**config.mk**
```make
export PLATFORM = sky130hd
export DESIGN_NAME = vle_entry_ctrl
export DESIGN_NICKNAME = d
export VERILOG_FILES = /design/src/logic/vle_pkg.sv /design/src/logic/vle_entry_ctrl.sv
export SDC_FILE = /design/constraint.sdc
export NUM_CORES = 1
export LEC_CHECK = 0
export BUFFER_PORTS_ARGS = -buffer_cell sky130_fd_sc_hd__buf_2
export CAP_MARGIN = 40
export CORE_ASPECT_RATIO = 1.5
export CORE_MARGIN = 1
export CORE_UTILIZATION = 50
export DETAILED_ROUTE_END_ITERATION = 7
export PLACE_DENSITY = 0.68
export SLEW_MARGIN = 10
export SYNTH_ARGS = -nofsm -noshare
export SYNTH_HDL_FRONTEND = slang
export SYNTH_SLANG_ARGS = --single-unit
```
**constraint.sdc**
```tcl
create_clock -name clock -period 13.7 [get_ports clock]
set_input_delay 2.74 -clock clock [delete_from_list [all_inputs] [get_ports clock]]
set_output_delay 2.74 -clock clock [all_outputs]
set_load 0.05 [all_outputs]
```
**src/logic/vle_pkg.sv**
```systemverilog
/*
  Constants for the virtual interrupt entry block: register offsets,
  entry field layout, control bit positions and reset values.
  Assumes a 12-bit APB byte address with 32-bit data.
*/
`default_nettype none
package vle_pkg;
  localparam int MAX_ENTRIES = 64;
  localparam logic [11:0] CTRL_OFS = 12'h000;
  localparam logic [11:0] BPR_OFS = 12'h004;
  localparam logic [11:0] ABPR_OFS = 12'h008;
  localparam logic [11:0] TYPE_OFS = 12'h00C;
  localparam logic [11:0] ACK_OFS = 12'h010;
  localparam logic [11:0] EOI_OFS = 12'h014;
  localparam logic [11:0] AEOI_OFS = 12'h018;
  localparam logic [11:0] DIR_OFS = 12'h01C;
  localparam logic [3:0] ENTRY_PAGE = 4'h1;
  localparam int HW_BIT = 31;
  localparam int GRP_BIT = 30;
  localparam int ACTIVE_BIT = 29;
  localparam int PENDING_BIT = 28;
  localparam int PRIO_LSB = 23;
  localparam int EOI_BIT = 19;
  localparam int PHYS_LSB = 10;
  localparam int CPU_LSB = 10;
  // State bits 29:28 are a defined field; only 22:20 are reserved
  localparam logic [31:0] ENTRY_MASK = 32'hFF8F_FFFF;
  localparam logic [31:0] ENTRY_RESET = 32'h0000_0000;
  localparam logic [9:0] SPURIOUS_ID = 10'h3FF;
  localparam logic [9:0] SGI_LIMIT = 10'h010;
  localparam int GRP0_EN_BIT = 0;
  localparam int GROUP_ONE_FLAG_EN_BIT = 1;
  localparam int FIQ_SEL_BIT = 3;
  localparam int CBPR_BIT = 4;
  localparam int SPLIT_EOI_BIT = 9;
  localparam logic [31:0] CTRL_MASK = 32'h0000_021B;
  localparam logic [31:0] CTRL_RESET = 32'h0000_0000;
  localparam logic [2:0] BPR_RESET = 3'h2;
  localparam logic [2:0] ABPR_RESET = 3'h3;
  localparam logic [2:0] BPR_DROP_BASE = 3'h2;
  localparam logic [2:0] ABPR_DROP_BASE = 3'h3;
endpackage
`default_nettype wire

```
**src/logic/vle_entry_ctrl.sv**
```systemverilog
/*
  List of virtual interrupt entries with the virtual CPU interface logic
  that selects, acknowledges, ends and deactivates them, all behind APB.
  Assumes a single clock and that hypervisor and guest share the APB port;
  the distributor accepts a deactivate pulse in any cycle.
*/
// The address map and register access over APB were decided locally.
`timescale 1ns/100ps
`default_nettype none
// Function
// - Up to 64 entries, count minus one in type register
// - Unbuilt entries read zero, ignore writes
// - Undefined entry bits read zero
// - Software entries never notify the distributor
// - Hardware entries forward deactivate with physical ID
// - Split select picks end or deactivate trigger
// - Group 0 routed IRQ or FIQ by select
// - Group 0 signalled only when enabled
// - Group 1 always IRQ, only when enabled
// - Common select picks binary point register
// - Two-bit state updated through interrupt life
// - Five-bit priority, reserved bits zero
// - End-of-interrupt maintenance request and requester number
// - Virtual ID returned on acknowledge
module vle_entry_ctrl import vle_pkg::*; #(
  parameter int NUM_ENTRIES = 4
) (
  input wire logic clock,
  input wire logic reset,
  input wire logic psel,
  input wire logic penable,
  input wire logic pwrite,
  input wire logic [11:0] paddr,
  input wire logic [31:0] pwdata,
  output logic [31:0] prdata,
  output logic pready,
  output logic pslverr,
  output logic virq,
  output logic vfiq,
  output logic dist_deact_valid,
  output logic [9:0] dist_deact_id,
  output logic eoi_maint_req
);
  localparam int IDX_W = (NUM_ENTRIES > 1) ? $clog2(NUM_ENTRIES) : 1;

  logic [31:0] entry_reg [NUM_ENTRIES];
  logic [31:0] entry_next [NUM_ENTRIES];
  logic [NUM_ENTRIES-1:0] dropped_reg;
  logic [NUM_ENTRIES-1:0] dropped_next;
  logic [31:0] ctrl_reg;
  logic [31:0] ctrl_next;
  logic [2:0] bpr_reg;
  logic [2:0] bpr_next;
  logic [2:0] abpr_reg;
  logic [2:0] abpr_next;
  logic [31:0] rd_reg;
  logic [31:0] rd_next;
  logic err_reg;
  logic err_next;
  logic virq_reg;
  logic virq_next;
  logic vfiq_reg;
  logic vfiq_next;
  logic deact_reg;
  logic deact_next;
  logic [9:0] deact_id_reg;
  logic [9:0] deact_id_next;
  logic maint_reg;
  logic maint_next;

  logic setup;
  logic access;
  logic entry_hit;
  logic [5:0] entry_slot;
  logic found;
  logic [IDX_W-1:0] best_idx;
  logic [4:0] best_prio;
  logic [5:0] run_prio;
  logic best_group_one_flag;
  logic [2:0] drop;
  logic [4:0] prio_mask;
  logic preempt;
  logic eoi_hit;
  logic [IDX_W-1:0] eoi_idx;
  logic dir_hit;
  logic [IDX_W-1:0] dir_idx;
  logic [31:0] ack_word;

  assign setup = psel && !penable;
  assign access = psel && penable;
  assign entry_hit = (paddr[11:8] == ENTRY_PAGE);
  assign entry_slot = paddr[7:2];

  // Candidate selection and running priority; lowest index wins a tie
  always_comb begin
    found = 1'b0;
    best_idx = '0;
    best_prio = 5'h1F;
    run_prio = 6'h20;
    for (int i = 0; i < NUM_ENTRIES; i++) begin
      if (entry_reg[i][ACTIVE_BIT] && !dropped_reg[i] &&
          ({1'b0, entry_reg[i][PRIO_LSB +: 5]} < run_prio)) begin
        run_prio = {1'b0, entry_reg[i][PRIO_LSB +: 5]};
      end
    end
    for (int i = 0; i < NUM_ENTRIES; i++) begin
      if (entry_reg[i][PENDING_BIT] && !entry_reg[i][ACTIVE_BIT] &&
          (entry_reg[i][GRP_BIT] ? ctrl_reg[GROUP_ONE_FLAG_EN_BIT] : ctrl_reg[GRP0_EN_BIT]) &&
          (!found || (entry_reg[i][PRIO_LSB +: 5] < best_prio))) begin
        found = 1'b1;
        best_idx = IDX_W'(i);
        best_prio = entry_reg[i][PRIO_LSB +: 5];
      end
    end
  end

  // Group priority bits only; the aliased point sits one step finer
  always_comb begin
    best_group_one_flag = entry_reg[best_idx][GRP_BIT];
    drop = 3'h0;
    if (best_group_one_flag && !ctrl_reg[CBPR_BIT]) begin
      if (abpr_reg > ABPR_DROP_BASE) begin
        drop = abpr_reg - ABPR_DROP_BASE;
      end
    end else if (bpr_reg > BPR_DROP_BASE) begin
      drop = bpr_reg - BPR_DROP_BASE;
    end
    prio_mask = 5'h1F << drop;
    preempt = found && (run_prio[5] ||
              ((best_prio & prio_mask) < (run_prio[4:0] & prio_mask)));
  end

  // Entry lookup for end and deactivate writes by virtual ID
  always_comb begin
    eoi_hit = 1'b0;
    eoi_idx = '0;
    dir_hit = 1'b0;
    dir_idx = '0;
    for (int i = NUM_ENTRIES - 1; i >= 0; i--) begin
      if (entry_reg[i][ACTIVE_BIT] && (entry_reg[i][9:0] == pwdata[9:0])) begin
        dir_hit = 1'b1;
        dir_idx = IDX_W'(i);
        if (!dropped_reg[i]) begin
          eoi_hit = 1'b1;
          eoi_idx = IDX_W'(i);
        end
      end
    end
  end

  // Acknowledge word: requester number only for software SGIs
  always_comb begin
    ack_word = {22'h0, SPURIOUS_ID};
    if (found) begin
      ack_word = {22'h0, entry_reg[best_idx][9:0]};
      if (!entry_reg[best_idx][HW_BIT] && (entry_reg[best_idx][9:0] < SGI_LIMIT)) begin
        ack_word[CPU_LSB +: 3] = entry_reg[best_idx][CPU_LSB +: 3];
      end
    end
  end

  // Read data and error are prepared in the setup cycle, so a zero-wait
  // access phase still returns flip-flop data
  always_comb begin
    rd_next = rd_reg;
    err_next = err_reg;
    if (setup) begin
      rd_next = 32'h0000_0000;
      err_next = 1'b0;
      if (entry_hit) begin
        if (int'(entry_slot) < NUM_ENTRIES) begin
          rd_next = entry_reg[entry_slot[IDX_W-1:0]] & ENTRY_MASK;
        end
      end else begin
        unique case (paddr)
          CTRL_OFS: rd_next = ctrl_reg & CTRL_MASK;
          BPR_OFS: rd_next = {29'h0, bpr_reg};
          ABPR_OFS: rd_next = {29'h0, abpr_reg};
          TYPE_OFS: rd_next = {26'h0, 6'(NUM_ENTRIES - 1)};
          ACK_OFS: rd_next = pwrite ? 32'h0000_0000 : ack_word;
          EOI_OFS, AEOI_OFS, DIR_OFS: rd_next = 32'h0000_0000;
          default: err_next = 1'b1;
        endcase
      end
    end
  end

  // Life-cycle updates; APB carries one request per cycle, so a software
  // entry write never meets a hardware update in the same cycle
  always_comb begin
    entry_next = entry_reg;
    dropped_next = dropped_reg;
    ctrl_next = ctrl_reg;
    bpr_next = bpr_reg;
    abpr_next = abpr_reg;
    deact_next = 1'b0;
    deact_id_next = deact_id_reg;
    if (access && pwrite && entry_hit) begin
      if (int'(entry_slot) < NUM_ENTRIES) begin
        entry_next[entry_slot[IDX_W-1:0]] = pwdata & ENTRY_MASK;
        dropped_next[entry_slot[IDX_W-1:0]] = 1'b0;
      end
    end else if (access && pwrite) begin
      unique case (paddr)
        CTRL_OFS: ctrl_next = pwdata & CTRL_MASK;
        BPR_OFS: bpr_next = pwdata[2:0];
        ABPR_OFS: abpr_next = pwdata[2:0];
        EOI_OFS, AEOI_OFS: begin
          if (eoi_hit) begin
            if (!ctrl_reg[SPLIT_EOI_BIT]) begin
              entry_next[eoi_idx][ACTIVE_BIT] = 1'b0;
              if (entry_reg[eoi_idx][HW_BIT]) begin
                deact_next = 1'b1;
                deact_id_next = entry_reg[eoi_idx][PHYS_LSB +: 10];
              end
            end else begin
              dropped_next[eoi_idx] = 1'b1;
            end
          end
        end
        DIR_OFS: begin
          if (dir_hit && ctrl_reg[SPLIT_EOI_BIT]) begin
            entry_next[dir_idx][ACTIVE_BIT] = 1'b0;
            dropped_next[dir_idx] = 1'b0;
            if (entry_reg[dir_idx][HW_BIT]) begin
              deact_next = 1'b1;
              deact_id_next = entry_reg[dir_idx][PHYS_LSB +: 10];
            end
          end
        end
        default: begin
        end
      endcase
    end else if (access && !pwrite && !entry_hit && (paddr == ACK_OFS) && found) begin
      entry_next[best_idx][PENDING_BIT] = 1'b0;
      entry_next[best_idx][ACTIVE_BIT] = 1'b1;
    end
    for (int i = 0; i < NUM_ENTRIES; i++) begin
      if (!entry_next[i][ACTIVE_BIT]) begin
        dropped_next[i] = 1'b0;
      end
    end
  end

  // Outputs follow the registered state one cycle later
  always_comb begin
    virq_next = preempt && (best_group_one_flag || !ctrl_reg[FIQ_SEL_BIT]);
    vfiq_next = preempt && !best_group_one_flag && ctrl_reg[FIQ_SEL_BIT];
    maint_next = 1'b0;
    for (int i = 0; i < NUM_ENTRIES; i++) begin
      if (!entry_reg[i][ACTIVE_BIT] && !entry_reg[i][PENDING_BIT] &&
          !entry_reg[i][HW_BIT] && entry_reg[i][EOI_BIT]) begin
        maint_next = 1'b1;
      end
    end
  end

  always_ff @(posedge clock) begin
    if (reset) begin
      for (int i = 0; i < NUM_ENTRIES; i++) begin
        entry_reg[i] <= ENTRY_RESET;
      end
      dropped_reg <= '0;
      ctrl_reg <= CTRL_RESET;
      bpr_reg <= BPR_RESET;
      abpr_reg <= ABPR_RESET;
      rd_reg <= 32'h0000_0000;
      err_reg <= 1'b0;
      virq_reg <= 1'b0;
      vfiq_reg <= 1'b0;
      deact_reg <= 1'b0;
      deact_id_reg <= 10'h000;
      maint_reg <= 1'b0;
    end else begin
      entry_reg <= entry_next;
      dropped_reg <= dropped_next;
      ctrl_reg <= ctrl_next;
      bpr_reg <= bpr_next;
      abpr_reg <= abpr_next;
      rd_reg <= rd_next;
      err_reg <= err_next;
      virq_reg <= virq_next;
      vfiq_reg <= vfiq_next;
      deact_reg <= deact_next;
      deact_id_reg <= deact_id_next;
      maint_reg <= maint_next;
    end
  end

  assign prdata = rd_reg;
  assign pready = 1'b1;
  assign pslverr = err_reg && access;
  assign virq = virq_reg;
  assign vfiq = vfiq_reg;
  assign dist_deact_valid = deact_reg;
  assign dist_deact_id = deact_id_reg;
  assign eoi_maint_req = maint_reg;
endmodule // vle_entry_ctrl
`default_nettype wire

```
==> results.md <==
- Compound-Gate Fraction of Synth Area: 23.2%
- Post-Synth Simple-Gate Area: 22.2%
- Syn Inst Count: 1307
- Synth Area in XOR/XNOR: 3.33%
- Final period utilization: between 70% and 80%
- Initial core utilization: between 50% and 60%
- CTS tree: built
- Worst-path clk slew: approximately 0.070 ns
- Reg2reg start: entry_reg[125]
- Detailed-route wire length per cell: ~23 µm
- VDD IR-drop max: 0.0000787 V
- Hold-fix buffers, CTS: 0
- Worst setup EP type: flop
- Max-cap violations: 0
- CTS buffer count: 17
- Slowest CP cell: dfxtp_1
- Clk_lat worst skew: 0.45 ns
- Global Route Usage Sum: between 30% and 40%
- Largest family of logic cells by synthesized area: compound AO/OA/AOI/OAI gates
- Mux contribution to synthesized area: 10.1%
- Status: completed
- Synth top cells by count: nor2_1, nand2_1, dfxtp_1
- Sink Count: 175
- Worst EP required: 14.08 ns
- Final Routed Wirelength: around 37000 µm
- Layout cell share with drive strength beyond 1: 14.9%
- CP Data Arrival Time: 10.37 ns
- Congestion Overflow GR: 0
- Async set-or-reset flop fraction in the synthesized netlist: 0%
- Die area: 21600 µm²
- Power Total: 1.09 mW
- Worst hold start: prdata[13]
- F_max: around 0.1 GHz
- Post-DRT Antenna Nets: 0
- Largest net degree at the start of global routing: slightly above 70
- Endpoints failing hold: 0
- Fin area: 11800 µm²
- Area growth syn-to-layout: 12.5%
- Pwr Density: 92.5 nW/µm²
- Worst rel slew slack: 37.2%
- WS Path Type: reg -> reg
- Unique cell type count in the Yosys netlist: 76
- Synth warn: 0
- Cell leakage power: approximately 4.4 nW
- Setup TNS: 0 ns
- Port bufs: 89
- #FFs+latches synth: 175
- Die W: 120 µm
- GP Congestion: ~0.98
- Synth area leader: dfxtp_1
- Slew Limit Fails: 0
- Clock buffer depth: 2
- Nets: 1433
- CTS resizes: 0
- Vias per cell: 6.51
- Max FO, Critical Path: 19
- Worst Max-Slew Pin Slew: 0.938 ns
- Vias in the first global route: 10.0k
- Min Tclk post-route: 9.99 ns
- Critical Path Max Stage Delay: between 0.5 and 0.6 ns
- Worst min path class: reg -> reg
- Adder-cell share of the synthesized area: 3.43%
- DP Wirelength: ~26000 µm
- Max reg flops: 116
- Top cell type's share of synthesized area: 33.3%
- Initial DRC Count: ~1.2k
- Dpl cell area: 11200 µm²
- Root Driver: clkbuf_16
- RSZ-0062 raised after global routing: no
- First-pass GRT wire length: 57200 µm
- Core Area: 20500 µm²
- Die H: about 180 µm
- Mapped Area: approximately 11000 µm²
- Worst Clk Skew: 0.00935 ns
- Final setup vio count: 0
- Initial antenna violation count: 1
- Synth area leaders: dfxtp_1, a22oi_1, nor2_1
- Number of flops mapped to enable cells by yosys: 0
- Most frequent cell after synthesis: nor2_1
- Core Rows: 64
- Fin Hold WS: 0.451 ns
- Register area share after synthesis: 33.3%
- Residual DRC: 0
- H-tree levels: 4
- Startpoint Class: flop
- Vias: 10.6k
- Synth Flop Type: dfxtp_1
- Critical path startpoint: entry_reg[125]
- Postcts setup bufs: 0
- Pre-antenna DRT Iters: 6
- Synthesized area per cell: 8.05 µm²
- IO Count: 97
## per-layer routing
metal,vias up,wire length [µm],share of wire [%],GRT usage (%)
li1,4865,-,-,-
met1,5079,14100,38,40.2
met2,549,18000,48,59.7
met3,144,2670,7.2,5.62
met4,0,2590,6.9,21.9
met5,-,0,0,0
## placed cells by master (no fill, tap or decap), drive strengths merged, types with 16 or more instances in the layout
master	instances
a211oi	16
a21oi	94
a22oi	90
buf	115
clkbuf	18
dfxtp	175
ha	28
inv	37
mux2i	33
mux4	29
nand2	177
nand3	49
nor2	180
nor3	26
o21ai	34
xnor2	30
## final timing paths
check / endpoint / slack [ns] / depth (start not counted)
worst min-delay path: prdata[13] / 0.45 / 2
worst max register to register: virq / 3.71 / 37
worst max-delay path: virq / 3.71 / 37
worst min register to register: prdata[13] / 0.45 / 2
## where the power goes
part,leakage [nW],internal [mW],switching (mW)
clock network,0.297,0.280,0.229
logic,2.71,0.0202,0.0528
registers,1.41,0.511,0.00176
## layout make-up
| class | instances | area [µm²] |
|---|---|---|
| fillers | 1960 | 8670 |
| multi-input cells | 1017 | 6600 |
| flip-flops and latches | 175 | 3500 |
| repair buffers | 116 | 679 |
| clock buffers | 18 | 439 |
| well taps | 264 | 330 |
| clock inverters | 14 | 169 |
| inverters | 29 | 109 |
| diodes | 1 | 2.50 |
## logic make-up (layout without fill, tap and decap cells)
| family | count (synthesis) | count (layout) |
|---|---|---|
| compound gates | 353 | 353 |
| xor+xnor | 40 | 40 |
| fa+ha+maj | 29 | 29 |
| buf+inv | 117 | 177 |
| flops | 175 | 175 |
| mux | 68 | 68 |
| other cells | 2 | 5 |
| simple gates | 523 | 523 |
## critical path, delay by kind of cell, from the launching register on
kind	cells	cell delay [ns]
AOI/OAI and AO/OA	20	4.68
adders and majority gates	4	1.20
buffers and inverters	1	0.24
DFF	1	0.59
muxes	1	0.39
and+or+nand+nor	11	2.80
## per-stage QoR
step / instances / utilization (%) / setup slack [ns]
2_1_floorplan: 1309 / - / 5.34
3_3_place_gp: 1593 / 54.3 / 3.74
3_5_place_dp: 1601 / 54.7 / 3.89
4_1_cts: 1633 / 57.7 / 3.85
5_1_grt: 1634 / 57.7 / 3.14
6_report: 1634 / 57.7 / 3.71
Power figures use the tool's default switching activity.
